===== src/verilog/mpgc_pkg.sv =====
// Shared constants for the port group block
package mpgc_pkg;

  // ----------------------------------------------------------------
  // Port table
  // ----------------------------------------------------------------
  localparam int NPORT = 10;
  localparam int PW = 8;
  localparam int PORT_NUM [NPORT] = '{0, 1, 2, 3, 4, 5, 6, 7, 12, 13};
  localparam int P0_IDX = 0;
  localparam int P4_IDX = 4;
  localparam int P6_IDX = 6;
  localparam int P12_IDX = 8;
  localparam int P13_IDX = 9;
  localparam logic [7:0] PIN_VALID [NPORT] = '{8'hbf, 8'hff, 8'hff, 8'hff, 8'hff,
                                               8'hff, 8'hff, 8'h07, 8'hff, 8'h03};
  localparam logic [7:0] INPUT_ONLY [NPORT] = '{8'h81, 8'h00, 8'h00, 8'h00, 8'h00,
                                                8'h00, 8'h00, 8'h00, 8'h00, 8'h00};
  localparam logic [7:0] OPEN_DRAIN [NPORT] = '{8'h00, 8'h00, 8'h00, 8'h00, 8'h00,
                                                8'h00, 8'h0f, 8'h00, 8'h00, 8'h00};
  localparam int TOTAL_PINS = 68;
  localparam int INPUT_ONLY_PINS = 2;
  localparam int INT_PINS = 6;
  localparam int HIGH_GROUP_BASE = 8;

  // ----------------------------------------------------------------
  // Register map (byte addresses)
  // ----------------------------------------------------------------
  localparam logic [1:0] DATA_PAGE = 2'h0;
  localparam logic [1:0] DIR_PAGE = 2'h1;
  localparam logic [7:0] PULL_LOW_OFS = 8'h80;
  localparam logic [7:0] PULL_HIGH_OFS = 8'h84;
  localparam logic [7:0] MEMEXP_OFS = 8'h88;
  localparam logic [7:0] ALTSEL_OFS = 8'h8c;

  // ----------------------------------------------------------------
  // Reset values and field positions
  // ----------------------------------------------------------------
  localparam logic [7:0] LATCH_RESET = 8'h00;
  localparam logic [7:0] DIR_RESET = 8'hff;
  localparam logic [7:0] PULL_RESET = 8'h00;
  localparam logic [7:0] MEMEXP_RESET = 8'h00;
  localparam logic [7:0] ALTSEL_RESET = 8'h00;
  localparam int MEMEXP_P4_OUT_BIT = 0;
  localparam int MEMEXP_ENABLE_BIT = 1;
  localparam int ALT_RTP_BIT = 0;
  localparam int ALT_ANO_BIT = 1;
  localparam logic [7:0] P6_EXP_OUT_MASK = 8'hb0;
  localparam logic [7:0] P6_EXP_IN_MASK = 8'h40;
  localparam int P6_WAIT_BIT = 6;

endpackage


===== src/verilog/mpgc_bank_if.sv =====
// Carrier between the top and one port bank
`timescale 1ns/1ps
`default_nettype none
interface mpgc_bank_if;
  logic [7:0] latch;
  logic [7:0] dir;
  logic [7:0] pinIn;
  logic [7:0] altOut;
  logic [7:0] altDrive;
  logic pullGroup;
  logic analogue;
  logic [7:0] readVal;
  logic [7:0] outVal;
  logic [7:0] oeVal;
  logic [7:0] pullVal;
  modport ctrl (output latch, dir, pinIn, altOut, altDrive, pullGroup, analogue,
                input readVal, outVal, oeVal, pullVal);
  modport bank (input latch, dir, pinIn, altOut, altDrive, pullGroup, analogue,
                output readVal, outVal, oeVal, pullVal);
endinterface
`default_nettype wire


===== src/verilog/mpgc_port_bank.sv =====
// Pin resolution for one port: drive, enable, pull-up and read value
`timescale 1ns/1ps
`default_nettype none
module mpgc_port_bank
  import mpgc_pkg::*;
#(
  parameter logic [7:0] VALID = 8'hff,
  parameter logic [7:0] ODRAIN = 8'h00,
  parameter logic [7:0] MASK_PULL = 8'h00
) (
  mpgc_bank_if.bank bif
);

  logic [7:0] outMode;
  logic [7:0] inMode;
  logic [7:0] drive;

  // Analogue use removes all digital drive and pull-up
  assign outMode = ~bif.dir & VALID & {8{~bif.analogue}};
  assign inMode = bif.dir & VALID & {8{~bif.analogue}};
  assign drive = (bif.altDrive & bif.altOut) | (~bif.altDrive & bif.latch);

  // Open-drain pins only ever pull low
  assign bif.outVal = outMode & ~ODRAIN & drive;
  assign bif.oeVal = outMode & (~ODRAIN | ~drive);
  // Group pull-up on input pins, mask option on open-drain pins
  assign bif.pullVal = inMode & ((~ODRAIN & {8{bif.pullGroup}}) |
                                 (ODRAIN & MASK_PULL));
  // Pin level in input mode, latch in output mode
  assign bif.readVal = VALID & ((bif.dir & bif.pinIn) | (~bif.dir & bif.latch));

endmodule
`default_nettype wire


===== src/verilog/mpgc_top.sv =====
// Port group block: latches, directions, pull-ups and APB register access
//
// Decided for this implementation: register access over APB and the register addresses.
`timescale 1ns/1ps
`default_nettype none
// How it works
// Port 0 has seven pins; bits 1-5 have direction bits, 0 and 7 input only.
// Port 0 input pins share one pull-up group bit in the low pull-up register; the code gives input-only bits 0 and 7 no pull-up.
// Reset puts all port 0 pins in input mode.
// Level change on a port 0 output pin raises its interrupt request.
// Software masks interrupts of port 0 pins used as outputs.
// Port 1 has eight latched pins with per-pin direction.
// Port 1 input pins share one pull-up group bit.
// Reset puts all port 1 pins in input mode.
// Software keeps pull-ups off port 1 pins used as analogue inputs.
// Port 2 has eight latched pins, per-pin direction, group pull-up.
// Reset puts all port 2 pins in input mode.
// Software sets direction of port 2 bits 5, 6 to read them in serial bus mode.
// Port 6 low nibble is open-drain with mask-option pull-ups only.
// Port 7 has three pins with per-pin direction.
// Port 12 has eight pins, per-pin direction, realtime output alternate.
// Port 13 has two pins, per-pin direction, analogue output alternate.
// Port 4 direction comes from the memory expansion mode register.
// Sixty-eight pins in all, two input only, sixty-six bidirectional.
// In expansion mode port 6 high bits carry read, write, wait, address strobe.
// Reads give pin level for inputs, latch for outputs; writes always hit latch.
// Pull-ups act only on pins in input mode.
module mpgc_top
  import mpgc_pkg::*;
#(
  parameter logic [7:0] P6_MASK_PULL = 8'h00
) (
  input wire logic clk,
  input wire logic rst,
  input wire logic psel,
  input wire logic penable,
  input wire logic pwrite,
  input wire logic [7:0] paddr,
  input wire logic [31:0] pwdata,
  output logic [31:0] prdata,
  output logic pready,
  output logic pslverr,
  input wire logic [NPORT-1:0][7:0] pinIn,
  output logic [NPORT-1:0][7:0] pinOut,
  output logic [NPORT-1:0][7:0] pinOe,
  output logic [NPORT-1:0][7:0] pullupEn,
  output logic [INT_PINS-1:0] extIntReq,
  input wire logic [7:0] rtOutBits,
  input wire logic expRdStrobe,
  input wire logic expWrStrobe,
  input wire logic expAddrStrobe,
  output logic expWaitIn
);

  // ----------------------------------------------------------------
  // State
  // ----------------------------------------------------------------
  logic [NPORT-1:0][7:0] latch_reg;
  logic [NPORT-1:0][7:0] dir_reg;
  logic [NPORT-1:0][7:0] dirEff;
  logic [NPORT-1:0][7:0] readAll;
  logic [NPORT-1:0][7:0] outAll;
  logic [NPORT-1:0][7:0] oeAll;
  logic [NPORT-1:0][7:0] pullAll;
  logic [7:0] pullLow_reg;
  logic [7:0] pullHigh_reg;
  logic [7:0] memExp_reg;
  logic [7:0] altSel_reg;
  logic [INT_PINS-1:0] intLvl_reg;
  logic armed_reg;
  logic expMode;

  assign expMode = memExp_reg[MEMEXP_ENABLE_BIT];

  // ----------------------------------------------------------------
  // Address decode
  // ----------------------------------------------------------------
  logic [3:0] idx;
  logic idxOk;
  logic isData;
  logic isDir;
  logic hit;
  logic [31:0] rd_next;
  logic wrAcc;

  assign idx = paddr[5:2];
  assign idxOk = (idx < 4'(NPORT)) && (paddr[1:0] == 2'b00);
  assign isData = (paddr[7:6] == DATA_PAGE) && idxOk;
  assign isDir = (paddr[7:6] == DIR_PAGE) && idxOk;
  assign hit = isData || isDir || (paddr == PULL_LOW_OFS) || (paddr == PULL_HIGH_OFS) ||
               (paddr == MEMEXP_OFS) || (paddr == ALTSEL_OFS);
  assign wrAcc = psel && penable && pwrite && hit;

  always_comb begin
    rd_next = 32'h0;
    if (isData) begin
      rd_next = {24'h0, readAll[idx]};
    end else if (isDir) begin
      rd_next = {24'h0, dirEff[idx]};
    end else if (paddr == PULL_LOW_OFS) begin
      rd_next = {24'h0, pullLow_reg};
    end else if (paddr == PULL_HIGH_OFS) begin
      rd_next = {24'h0, pullHigh_reg};
    end else if (paddr == MEMEXP_OFS) begin
      rd_next = {24'h0, memExp_reg};
    end else if (paddr == ALTSEL_OFS) begin
      rd_next = {24'h0, altSel_reg};
    end
  end

  // ----------------------------------------------------------------
  // APB answer: zero wait, data and error prepared in setup
  // ----------------------------------------------------------------
  always_ff @(posedge clk) begin
    if (rst) begin
      prdata <= 32'h0;
      pslverr <= 1'b0;
      pready <= 1'b0;
    end else begin
      pready <= 1'b1;
      if (psel && !penable) begin
        prdata <= pwrite ? 32'h0 : rd_next;
        pslverr <= !hit;
      end
    end
  end

  // ----------------------------------------------------------------
  // Output latches: a write always lands in the latch
  // ----------------------------------------------------------------
  always_ff @(posedge clk) begin
    if (rst) begin
      latch_reg <= {NPORT{LATCH_RESET}};
    end else if (wrAcc && isData) begin
      latch_reg[idx] <= pwdata[7:0] & PIN_VALID[idx];
    end
  end

  // ----------------------------------------------------------------
  // Direction registers, input-only bits stay set
  // ----------------------------------------------------------------
  always_ff @(posedge clk) begin
    if (rst) begin
      dir_reg <= {NPORT{DIR_RESET}};
    end else if (wrAcc && isDir) begin
      dir_reg[idx] <= pwdata[7:0] | INPUT_ONLY[idx] | ~PIN_VALID[idx];
    end
  end

  // ----------------------------------------------------------------
  // Pull-up, expansion and alternate selection registers
  // ----------------------------------------------------------------
  always_ff @(posedge clk) begin
    if (rst) begin
      pullLow_reg <= PULL_RESET;
      pullHigh_reg <= PULL_RESET;
      memExp_reg <= MEMEXP_RESET;
      altSel_reg <= ALTSEL_RESET;
    end else if (wrAcc) begin
      if (paddr == PULL_LOW_OFS) begin
        pullLow_reg <= pwdata[7:0];
      end
      if (paddr == PULL_HIGH_OFS) begin
        pullHigh_reg <= pwdata[7:0];
      end
      if (paddr == MEMEXP_OFS) begin
        memExp_reg <= pwdata[7:0];
      end
      if (paddr == ALTSEL_OFS) begin
        altSel_reg <= pwdata[7:0];
      end
    end
  end

  // ----------------------------------------------------------------
  // Per-port banks
  // ----------------------------------------------------------------
  for (genvar g = 0; g < NPORT; g++) begin : g_port
    mpgc_bank_if bif();
    logic [7:0] dirSel;

    // Port 4 follows the expansion register; port 6 high bits carry strobes
    always_comb begin
      dirSel = dir_reg[g];
      if (g == P4_IDX) begin
        dirSel = {8{~memExp_reg[MEMEXP_P4_OUT_BIT]}};
      end else if (g == P6_IDX && expMode) begin
        dirSel = (dir_reg[g] & ~P6_EXP_OUT_MASK) | P6_EXP_IN_MASK;
      end
    end

    assign dirEff[g] = dirSel;
    assign bif.latch = latch_reg[g];
    assign bif.dir = dirSel;
    assign bif.pinIn = pinIn[g];
    assign bif.altOut = (g == P12_IDX) ? rtOutBits :
                        (g == P6_IDX) ? {expAddrStrobe, 1'b0, expWrStrobe, expRdStrobe,
                                         4'h0} : 8'h00;
    assign bif.altDrive = (g == P12_IDX) ? {8{altSel_reg[ALT_RTP_BIT]}} :
                          (g == P6_IDX) ? (P6_EXP_OUT_MASK & {8{expMode}}) : 8'h00;
    assign bif.analogue = (g == P13_IDX) && altSel_reg[ALT_ANO_BIT];
    // One group bit per port, low register for ports 0-7, high above
    if (PORT_NUM[g] < HIGH_GROUP_BASE) begin : g_low
      assign bif.pullGroup = pullLow_reg[PORT_NUM[g]];
    end else begin : g_high
      assign bif.pullGroup = pullHigh_reg[PORT_NUM[g] - HIGH_GROUP_BASE];
    end
    assign readAll[g] = bif.readVal;
    assign outAll[g] = bif.outVal;
    assign oeAll[g] = bif.oeVal;
    // Fixed inputs of port 0 carry no pull-up
    assign pullAll[g] = bif.pullVal & ~INPUT_ONLY[g];

    mpgc_port_bank #(
      .VALID(PIN_VALID[g]),
      .ODRAIN(OPEN_DRAIN[g]),
      .MASK_PULL((g == P6_IDX) ? P6_MASK_PULL : 8'h00)
    ) u_bank (
      .bif(bif)
    );
  end

  // ----------------------------------------------------------------
  // Registered pin drive
  // ----------------------------------------------------------------
  always_ff @(posedge clk) begin
    if (rst) begin
      pinOut <= '0;
      pinOe <= '0;
      pullupEn <= '0;
      expWaitIn <= 1'b0;
    end else begin
      pinOut <= outAll;
      pinOe <= oeAll;
      pullupEn <= pullAll;
      expWaitIn <= expMode && pinIn[P6_IDX][P6_WAIT_BIT];
    end
  end

  // ----------------------------------------------------------------
  // External interrupt requests from port 0 pin level
  // ----------------------------------------------------------------
  logic [INT_PINS-1:0] intLvl;

  // Output pins are seen through their latch, so driving them trips the request
  assign intLvl = (~dirEff[P0_IDX][INT_PINS-1:0] & latch_reg[P0_IDX][INT_PINS-1:0]) |
                  (dirEff[P0_IDX][INT_PINS-1:0] & pinIn[P0_IDX][INT_PINS-1:0]);

  always_ff @(posedge clk) begin
    if (rst) begin
      intLvl_reg <= '0;
      armed_reg <= 1'b0;
      extIntReq <= '0;
    end else begin
      intLvl_reg <= intLvl;
      armed_reg <= 1'b1;
      extIntReq <= armed_reg ? (intLvl ^ intLvl_reg) : '0;
    end
  end

endmodule
`default_nettype wire


===== config.mk =====
export PLATFORM = sky130hd
export DESIGN_NAME = mpgc_top
export DESIGN_NICKNAME = d
export VERILOG_FILES = /design/src/verilog/mpgc_pkg.sv /design/src/verilog/mpgc_bank_if.sv /design/src/verilog/mpgc_port_bank.sv /design/src/verilog/mpgc_top.sv
export SDC_FILE = /design/constraint.sdc
export NUM_CORES = 1
export LEC_CHECK = 0
export BUFFER_PORTS_ARGS = -buffer_cell sky130_fd_sc_hd__clkbuf_2
export CELL_PAD_IN_SITES_DETAIL_PLACEMENT = 1
export CELL_PAD_IN_SITES_GLOBAL_PLACEMENT = 2
export CORE_ASPECT_RATIO = 1.75
export CORE_UTILIZATION = 32
export DETAILED_ROUTE_END_ITERATION = 7
export HOLD_SLACK_MARGIN = 0.15
export PLACE_DENSITY_LB_ADDON = 0.1
export SLEW_MARGIN = 20
export SYNTH_ARGS = -nofsm -noshare
export SYNTH_HDL_FRONTEND = slang
export SYNTH_SLANG_ARGS = --single-unit

===== constraint.sdc =====
create_clock -name clk -period 1.85 [get_ports clk]
set_clock_uncertainty 0.05 [all_clocks]
set_input_delay 0.0925 -clock clk [delete_from_list [all_inputs] [get_ports clk]]
set_output_delay 0.0925 -clock clk [all_outputs]
set_load 0.02 [all_outputs]

==> metrics.csv, run 1 <==
stage,metric,value,unit
status,outcome,completed,
route,drtIter0Drc,442,
cells_and_area,largest_reg_flops,68,
sta,final_max_slew_viol_count,0,
critical_path,arrival,2.14,ns
flow_run,drv_cap,0,
cells_and_area,synthToLayoutAreaGrowth,33.68,%
critical_path,cp_cell_sequence,"clkbuf_2, dlygate4sd3_1, buf_4, a21o_1, and2_1, nor2_1, buf_4, o211ai_1",
grt,overflow,0,
pwr,p_leak,0.009519,µW
clocking,cts.sink_count,375,
sta,holdWs,0.1501,ns
synth,synthArstFlopShare,0,
critical_path,crit_start,paddr[4],
placement,place_congestion,0.9405,
critical_path,r2r-end,prdata[4],
pwr,peakVddDrop,0.7359,mV
route,routedWlPerCell,24.63,µm
critical_path,r2r_slack,0.08,ns
floorplan,fp.dieH,286.5,µm
clocking,path_clk_slew,0.06,ns
critical_path,slowest_delay,0.58,ns
sta,setup_violations,0,
pwr,sequentialPowerShare,0.473,
sta,timing.final.crit_share,0.9741,
worst_hold_path,min_path_type,in -> reg,
route,vias,12368,
critical_path,cp_max_fo,8,
grt,grt_usage,0.2656,
grt,grt_max_degree,92,
synth,syn_area,14800,µm²
route,ant_nets,0,
critical_path,critPathCaptureType,register,
sta,hold_viol_final,0,
synth,synth.top_cell.area_share,0.5074,
placement,io_buffer_count,310,
cells_and_area,multiInputGateArea,6515,µm²
floorplan,die_w,164.5,µm
synth,synth.area.top_cells,"dfxtp_1 51%, mux2i_1 13%, buf_4 4.5%",
cells_and_area,nets,2081,
pwr,clkPwrFrac,0.446,
synth,syn-mean-instance-area,10.22,µm²
cells_and_area,nFillCells,5211,
sta,period_minus_slack,1.802,ns
pwr,intPower,12960,µW
clocking,htreeDepth,2,
synth,synthDistinctLibCells,62,
synth,synth_cells,1448,
pwr,p_comb_frac,0.081,
placement,hpwl,49460,µm
synth,ys.flop_type,dfxtp_1,
sta,fmax,554.9,MHz
route,drc_errors,0,
pwr,sw_frac_of_total,0.2433,
critical_path,cp_slowest_cell,dlygate4sd3_1,
critical_path,start_kind,primary input,
floorplan,num_rows,103,
critical_path,critPathKind,in -> reg,
clocking,cts_buffer_depth,3,
cells_and_area,drive_above_1_share,0.3193,
critical_path,timing.rr.start,memExp_reg[1],
clocking,cts_buffers,37,
floorplan,core,45360,µm²
critical_path,crit_top_cell,buf_4,
synth,yosysTopAreaCell,dfxtp_1,
sta,rsz0062_at_grt,no,
clocking,cts_tree,built,
pwr,power.switching,4168,µW
floorplan,initial_core_util,0.3262,
synth,ys_seq_area_frac,0.5074,
pwr,p_total,17130,µW
synth,ys_seq_elements,375,
sta,slew_headroom,0.4192,
clocking,clk_latency,0.54,ns
critical_path,critical_path_required,2.18,ns
cells_and_area,seq_area,7507,µm²
route,wirelength,62660,µm
clocking,root_buffer,clkbuf_16,
cells_and_area,n_antenna_cell,0,
floorplan,die_area,47130,µm²
critical_path,critPathCapture,g_port[5].bif.dir[4],
route,vias_per_cell,4.862,
floorplan,ioPinCount,417,
synth,synth_edf_count,0,
critical_path,r2r_cells,6,
grt,antenna_found_initial,0,
pwr,p_per_area,865.9,nW/µm²
grt,grt_pass1_vias,13036,
grt,grt_first_pass_wirelength,88540,µm
route,firstDrtPassIters,4,
synth,synth_warnings,0,
sta,worst_pin_slew,0.8712,ns
[logic make-up (layout without fill, tap and decap cells)]
| group | after synthesis | count (layout) | synth area share |
|---|---|---|---|
| and+or+nand+nor | 526 | 526 | 0.1773 |
| DFF | 375 | 375 | 0.5074 |
| muxes | 224 | 224 | 0.1738 |
| buffers and inverters | 172 | 622 | 0.07129 |
| AOI/OAI and AO/OA | 144 | 144 | 0.06647 |
| xor gates and xnor gates | 6 | 6 | 0.003552 |
| other | 1 | 70 | 0.0002535 |
[power groups by stage]
stage	registers, µW	logic, µW	clock network [µW]
5_1_grt	8100	1440	8110
3_5_place_dp	8280	1310	0
3_3_place_gp	8280	1310	0
6_report	8100	1380	7640
2_1_floorplan	8290	688	0
4_1_cts	8100	1380	7820
[cells in the final DEF (no fill, tap or decap), types with 3 or more instances in the layout]
cell / instances
dfxtp_1: 375
clkbuf_2: 308
mux2i_1: 186
buf_4: 186
nor2_1: 157
nand2_1: 134
and2_1: 102
conb_1: 70
a21oi_1: 46
clkbuf_16: 39
dlygate4sd3_1: 36
o211ai_1: 32
buf_12: 26
nor3_1: 24
and3_1: 22
nand3_1: 20
mux2_2: 17
nor2b_1: 16
or3_1: 16
nand2b_1: 12
mux4_1: 11
o21ai_0: 10
mux4_2: 10
nand3_2: 8
clkbuf_1: 7
xor2_1: 6
clkbuf_8: 6
a221oi_1: 5
a211oi_1: 5
nor3_4: 4
o221ai_1: 4
o2111ai_1: 4
o22ai_1: 4
clkinv_2: 4
nor3_2: 3
o2bb2ai_1: 3
a221oi_2: 3
a22oi_1: 3
[cells in the mapped netlist, types with 3 or more instances]
library cell / instances
a21oi_1: 46
a22oi_1: 3
nor3_2: 3
mux4_1: 12
buf_6: 7
o2111ai_1: 4
mux2_2: 17
a211oi_1: 5
mux2i_1: 186
buf_2: 17
nor3_4: 4
nand2b_1: 12
o22ai_1: 4
and3_1: 22
nor2_1: 157
nand3_1: 20
nand3_2: 8
a221oi_1: 8
o221ai_1: 4
nor2b_1: 18
or3_1: 16
clkbuf_1: 46
nand2_1: 134
dfxtp_1: 375
mux4_2: 9
buf_4: 89
o211ai_1: 32
o2bb2ai_1: 3
buf_1: 9
nor3_1: 24
xor2_1: 6
o21ai_0: 11
and2_1: 102
[per-stage QoR]
| step | cells | util | area (µm²) | worst slack, ns | setup TNS, ns |
|---|---|---|---|---|---|
| after detailed placement | 2447 | 0.4014 | 18210 | -0.09623 | -1.031 |
| after global routing | 2544 | 0.4360 | 19780 | 0.001288 | 0 |
| after floorplan | 1517 | - | 15050 | 0.1588 | 0 |
| after global placement | 2447 | 0.4014 | 18210 | -0.08074 | -0.8120 |
| final | 2544 | 0.4360 | 19780 | 0.04791 | 0 |
| after CTS | 2544 | 0.4357 | 19770 | 0.02799 | 0 |
[worst min-delay path by stage]
stage / start / end / slack (ns) / cells after the start
4_1_cts: pinIn[50] / prdata[2] / 0.15 / 5
5_1_grt: pinIn[50] / prdata[2] / 0.17 / 5
3_5_place_dp: rst / pslverr / 0.27 / 2
2_1_floorplan: pwdata[0] / g_port[4].bif.latch[0] / 0.18 / 2
3_3_place_gp: rst / pslverr / 0.27 / 2
6_report: pinIn[50] / prdata[2] / 0.15 / 5
[area by class of cell]
| class | instances | area share |
|---|---|---|
| flip-flops and latches | 375 | 0.3796 |
| multi-input cells | 970 | 0.3294 |
| repair buffers | 558 | 0.1939 |
| clock buffers | 52 | 0.05485 |
| well taps | 577 | 0.03650 |
| clock inverters | 9 | 0.005251 |
| inverters | 3 | 0.0005693 |
[metal layers]
layer | vias to the layer above | wire (µm) | track usage | share of wire
met1 | 6083 | 22060 | 0.2682 | 0.35
met3 | 112 | 1989 | 0.02703 | 0.032
met2 | 375 | 34710 | 0.5130 | 0.55
met5 | - | 0 | 0 | 0
met4 | 0 | 3899 | 0.1548 | 0.062
li1 | 5798 | - | - | -
[critical path: cells and delay by family]
family,cells,cell delay [ns]
buf+inv,4,1.11
simple gates,2,0.65
compound gates,2,0.27
[what timing repair did]
action | CTS | global route
hold buffers | 36 | 0
endpoints found under the hold margin | 272 | 0
setup endpoints to repair | 2 | 5
cloned | 0 | 0
buffers inserted | 0 | 0
gates resized for setup | 2 | 6
Note: power is estimated with default switching activity, not from simulation.
==> run 2: changes to the inputs <==
--- a/config.mk
+++ b/config.mk
@@ -11,6 +11,7 @@
 export CORE_ASPECT_RATIO = 1.75
 export CORE_UTILIZATION = 32
 export DETAILED_ROUTE_END_ITERATION = 7
+export GPL_TIMING_DRIVEN = 0
 export HOLD_SLACK_MARGIN = 0.15
 export PLACE_DENSITY_LB_ADDON = 0.1
 export SLEW_MARGIN = 20
==> run 2 against run 1 <==
  * Worst hold slack better by 0.0038 ns
  * Sequential power barely moved
  * Critical path depth decreased by 3
  * Power grew 2.6%
  * Critical path type is now reg -> reg
  * Largest power group unchanged
==> metrics.csv, run 2 (synthesis results as in run 1) <==
stage,metric,value,unit
cells_and_area,synthToLayoutAreaGrowth,30.32,%
floorplan,num_rows,103,
route,routedWlPerCell,26.44,µm
sta,rsz0062_at_grt,yes,
critical_path,critPathCaptureType,register,
critical_path,start_kind,register,
sta,setup_violations,0,
floorplan,die_w,164.5,µm
route,firstDrtPassIters,5,
sta,period_minus_slack,1.836,ns
pwr,p_leak,0.009109,µW
cells_and_area,drive_above_1_share,0.3064,
floorplan,ioPinCount,417,
clocking,cts_buffers,38,
pwr,p_comb_frac,0.081,
route,vias,12448,
placement,dp_cells,2402,
sta,timing.final.crit_share,0.9925,
clocking,path_clk_slew,0.07,ns
clocking,cts.sink_count,375,
status,outcome,completed,
clocking,htreeDepth,2,
placement,place_congestion,0.9500,
cells_and_area,final_common_cell,dfxtp_1,
floorplan,initial_core_util,0.3262,
sta,final_max_slew_viol_count,0,
placement,hpwl,51330,µm
critical_path,r2r_slack,0.01,ns
pwr,intPower,13230,µW
cells_and_area,final_cell_mix,"363 x dfxtp_1, 315 x clkbuf_2, 169 x mux2i_1",
sta,worst_pin_slew,1.196,ns
flow_run,drv_cap,0,
clocking,cts_tree,built,
grt,grt_usage,0.2801,
route,wirelength,66340,µm
pwr,power.switching,4349,µW
critical_path,critical_path_required,2.24,ns
pwr,p_per_area,911.6,nW/µm²
pwr,sw_frac_of_total,0.2474,
floorplan,fp.dieH,286.5,µm
pwr,peakVddDrop,0.7271,mV
placement,io_buffer_count,308,
critical_path,arrival,2.23,ns
clocking,root_buffer,clkbuf_16,
grt,grt_pass1_vias,12843,
floorplan,die_area,47130,µm²
clocking,clk_latency,0.55,ns
sta,slew_headroom,0.2027,
critical_path,cp_max_fo,5,
pwr,clkPwrFrac,0.459,
route,drc_errors,0,
route,vias_per_cell,4.961,
grt,overflow,0,
cells_and_area,layout.cells.non_filler,2509,
grt,grt_max_degree,15,
pwr,sequentialPowerShare,0.461,
grt,antenna_found_initial,0,
cells_and_area,n_antenna_cell,0,
critical_path,critPathKind,reg -> reg,
sta,hold_viol_final,0,
worst_hold_path,min_path_type,in -> reg,
sta,tns,0,ns
grt,grt_first_pass_wirelength,91600,µm
clocking,cts_buffer_depth,3,
cells_and_area,largest_reg_flops,68,
cells_and_area,nets,2039,
floorplan,core,45360,µm²
route,ant_nets,0,
sta,fmax,544.6,MHz
route,drtIter0Drc,599,
==> run 2: worst paths after layout <==
path	from	depth (start not counted)	endpoint
min reg2reg	g_port[9].bif.dir[5]	1	g_port[9].bif.dir[5]
min	penable	5	prdata[7]
max	g_port[1].bif.dir[1]	5	prdata[1]
max reg2reg	g_port[1].bif.dir[1]	5	prdata[1]
==> run 2: power groups by stage <==
stage	Sequential, µW	Combinational [µW]	Clock, µW
after floorplan	8290	688	0
after global placement	8280	1290	0
after detailed placement	8280	1290	0
after CTS	8100	1390	8210
after global routing	8090	1470	8490
final	8100	1420	8060
==> run 2: cell type report <==
cell class | count | area, µm²
flip-flops and latches | 375 | 7525
well taps | 577 | 721.9
repair buffers | 349 | 1949
plain buffers | 166 | 1076
clock inverters | 16 | 167.7
clock buffers | 53 | 1121
fillers | 5215 | 26080
multi-input cells | 970 | 6709
inverters | 3 | 11.26
==> run 2: per-layer routing <==
| metal | part of all wire | routed length (µm) | global-route usage | vias to the layer above |
|---|---|---|---|---|
| li1 | - | - | - | 5734 |
| met1 | 0.36 | 23720 | 0.2913 | 6138 |
| met2 | 0.54 | 35870 | 0.5298 | 452 |
| met3 | 0.038 | 2518 | 0.02948 | 124 |
| met4 | 0.064 | 4235 | 0.1654 | 0 |
| met5 | 0 | 0 | 0 | - |
==> run 2: per-stage QoR <==
stage | cell area [µm²] | setup WS [ns] | power, µW | hold slack, ns | utilization
after detailed placement | 17330 | -0.8893 | 9576 | 0.3414 | 0.3820
after CTS | 19210 | 0.001750 | 17700 | 0.1511 | 0.4234
final | 19280 | 0.01385 | 17580 | 0.1538 | 0.4250
after global routing | 19280 | -0.001036 | 18060 | 0.1654 | 0.4250
after floorplan | 15050 | 0.1588 | 8982 | 0.1830 | -
after global placement | 17320 | -1.501 | 9568 | 0.3371 | 0.3818
==> run 2: what timing repair did <==
item / CTS / global route
pin swaps: 1 / 1
buffers inserted: 3 / 3
hold buffers: 35 / 0
setup endpoints to repair: 104 / 39
endpoints found under the hold margin: 81 / 0
resized for setup: 58 / 26
==> run 2: critical path, stage by stage, from the launching register on <==
cell and delay (ns):
dfxtp_1 0.57, mux2i_4 0.38, a221oi_1 0.11, o21ai_0 0.18
o2111ai_1 0.17, a32o_1 0.28
==> run 3: changes to the inputs <==
--- a/config.mk
+++ b/config.mk
@@ -9,7 +9,7 @@
 export CELL_PAD_IN_SITES_DETAIL_PLACEMENT = 1
 export CELL_PAD_IN_SITES_GLOBAL_PLACEMENT = 2
 export CORE_ASPECT_RATIO = 1.75
-export CORE_UTILIZATION = 32
+export CORE_UTILIZATION = 34
 export DETAILED_ROUTE_END_ITERATION = 7
 export GPL_TIMING_DRIVEN = 0
 export HOLD_SLACK_MARGIN = 0.15
==> constraint.sdc (replaced) <==
create_clock -name clk -period 2.2 [get_ports clk]
set_clock_uncertainty 0.05 [all_clocks]
set_input_delay 0.11 -clock clk [delete_from_list [all_inputs] [get_ports clk]]
set_output_delay 0.11 -clock clk [all_outputs]
set_load 0.02 [all_outputs]
==> run 3 against run 2 <==
  * Largest power group unchanged
  * Largest cell class unchanged
  * Clock-buffer cell count unchanged
  * Critical path type is now in -> reg
  * Power is 16% lower
  * Worst hold slack worse by 0.0020 ns
  * Register-to-register slack improved by 0.06 ns
  * Clock power shrank 16%
  * Non-clock buffer count rose by 2
==> metrics.csv, run 3 (synthesis results as in run 1) <==
stage,metric,value,unit
grt,grt_usage,0.2873,
pwr,clkPwrFrac,0.459,
worst_hold_path,min_path_type,in -> reg,
route,routedWlPerCell,25.65,µm
cells_and_area,drive_above_1_share,0.2773,
sta,slew_headroom,0.2258,
grt,grt_first_pass_wirelength,90890,µm
sta,final_max_slew_viol_count,0,
pwr,p_comb_frac,0.078,
placement,place_congestion,0.9461,
critical_path,cp_cell_sequence,"clkbuf_2, clkbuf_1, clkbuf_1, clkbuf_1, nor2_1",
sta,hold_viol_final,0,
critical_path,timing.rr.start,altSel_reg[0],
sta,fmax,466.0,MHz
pwr,p_total,14700,µW
critical_path,slowest_delay,0.74,ns
cells_and_area,final_cell_mix,"375 x dfxtp_1, 312 x clkbuf_2, 185 x mux2i_1",
floorplan,core,42670,µm²
grt,overflow,0,
cells_and_area,final_common_cell,dfxtp_1,
route,vias,12507,
worst_hold_path,min_path_cells,4,
pwr,sequentialPowerShare,0.463,
clocking,cts.sink_count,375,
floorplan,num_rows,100,
route,drtIter0Drc,564,
cells_and_area,synthToLayoutAreaGrowth,28.48,%
grt,antenna_found_initial,2,
status,outcome,completed,
pwr,p_leak,0.009123,µW
route,drc_errors,0,
floorplan,die_w,159.7,µm
critical_path,arrival,2.48,ns
critical_path,r2r_slack,0.07,ns
clocking,clk_latency,0.55,ns
critical_path,r2r-end,prdata[0],
cells_and_area,nFillCells,4901,
clocking,path_clk_slew,0.07,ns
critical_path,critical_path_required,2.53,ns
clocking,cts_tree,built,
critical_path,start_kind,primary input,
floorplan,ioPinCount,417,
critical_path,cp_max_fo,10,
sta,worst_pin_slew,1.161,ns
floorplan,initial_core_util,0.3468,
worst_hold_path,hp-start,pinIn[69],
grt,grt_max_degree,16,
placement,io_buffer_count,308,
cells_and_area,largest_reg_flops,68,
clocking,cts_buffer_depth,3,
sta,rsz0062_at_grt,no,
pwr,power.switching,3631,µW
sta,setup_violations,0,
clocking,htreeDepth,2,
critical_path,critPathCaptureType,register,
pwr,peakVddDrop,0.5491,mV
sta,holdWs,0.1518,ns
cells_and_area,nets,2040,
clocking,cts_buffers,37,
floorplan,die_area,44390,µm²
critical_path,crit_top_cell,clkbuf_1,
route,vias_per_cell,5.013,
route,wirelength,64010,µm
critical_path,cp_slowest_cell,clkbuf_1,
floorplan,fp.dieH,278.0,µm
flow_run,drv_cap,0,
sta,period_minus_slack,2.146,ns
sta,timing.final.crit_share,0.9753,
clocking,root_buffer,clkbuf_16,
placement,hpwl,49850,µm
pwr,p_per_area,773.2,nW/µm²
worst_hold_path,min_to,prdata[5],
route,firstDrtPassIters,5,
grt,grt_pass1_vias,13061,
route,ant_nets,0,
pwr,sw_frac_of_total,0.2470,
pwr,intPower,11070,µW
critical_path,r2r_cells,5,
critical_path,critPathKind,in -> reg,
==> run 3: changes by cell type in the layout (fill, tap and decap cells not counted), moves of 7 or more <==
| cell | previous run | this run |
|---|---|---|
| clkbuf_1 | 41 | 49 |
| dfxtp_1 | 363 | 375 |
| mux2i_1 | 169 | 185 |
| mux2i_4 | 7 | 0 |
| mux2i_2 | 10 | 1 |
| dfxtp_2 | 11 | 0 |
==> run 3: area by class of cell <==
class / instances / area (µm²) / share of cell area
flip-flops and latches: 375 / 7507 / 0.3949
multi-input cells: 970 / 6516 / 0.3428
repair buffers: 348 / 1943 / 0.1022
clock buffers: 53 / 1109 / 0.05832
plain buffers: 169 / 1047 / 0.05509
well taps: 561 / 701.9 / 0.03692
clock inverters: 15 / 171.4 / 0.009017
inverters: 3 / 11.26 / 0.0005924
diodes: 1 / 2.502 / 0.0001316
==> run 3: worst max-delay path by stage <==
| stage | cells after the start | endpoint | from |
|---|---|---|---|
| 2_1_floorplan | 8 | pullHigh_reg[5] | paddr[4] |
| 3_3_place_gp | 8 | g_port[0].bif.latch[2] | paddr[2] |
| 3_5_place_dp | 9 | g_port[3].bif.latch[6] | paddr[2] |
| 4_1_cts | 9 | g_port[3].bif.latch[6] | paddr[2] |
| 5_1_grt | 5 | prdata[0] | altSel_reg[0] |
| 6_report | 5 | g_port[5].bif.latch[1] | rst |
==> run 3: worst max-delay path: cells and delay by family <==
| kind | cells | cell delay (ns) |
|---|---|---|
| simple gates | 1 | 0.12 |
| buf+inv | 4 | 2.24 |
==> run 3: per-stage QoR <==
stage,area (µm²),utilization,TNS [ns],std cells,worst slack [ns]
3_3_place_gp,17300,0.4054,-40.87,2386,-1.177
4_1_cts,18990,0.4452,0,2494,0.05539
2_1_floorplan,15050,-,0,1517,0.4913
6_report,19010,0.4455,0,2495,0.05429
5_1_grt,19010,0.4455,0,2495,0.006746
3_5_place_dp,17320,0.4060,-36.22,2387,-0.5043
==> run 3: per-layer routing <==
layer  wire length, µm  vias to the layer above  global-route usage  share of wire
li1                  -                     5740                   -              -
met1             21770                     6124              0.2884           0.34
met2             34070                      491              0.5373           0.53
met3              3086                      150             0.03726          0.048
met4              5072                        2              0.2113          0.079
met5                11                        -                   0        0.00017
==> run 3: power groups by stage <==
stage	Combinational (µW)	Sequential (µW)	Clock (µW)
finish	1150	6810	6740
floorplan	578	6970	0
global placement	1070	6960	0
global route	1190	6810	7160
detailed placement	1070	6970	0
CTS	1130	6810	6850
==> run 3: timing repair <==
item / in CTS / in global routing
resized for setup: 1 / 8
buffers inserted: 0 / 0
endpoints found under the setup margin: 1 / 8
endpoints found under the hold margin: 69 / 0
hold buffers: 39 / 0
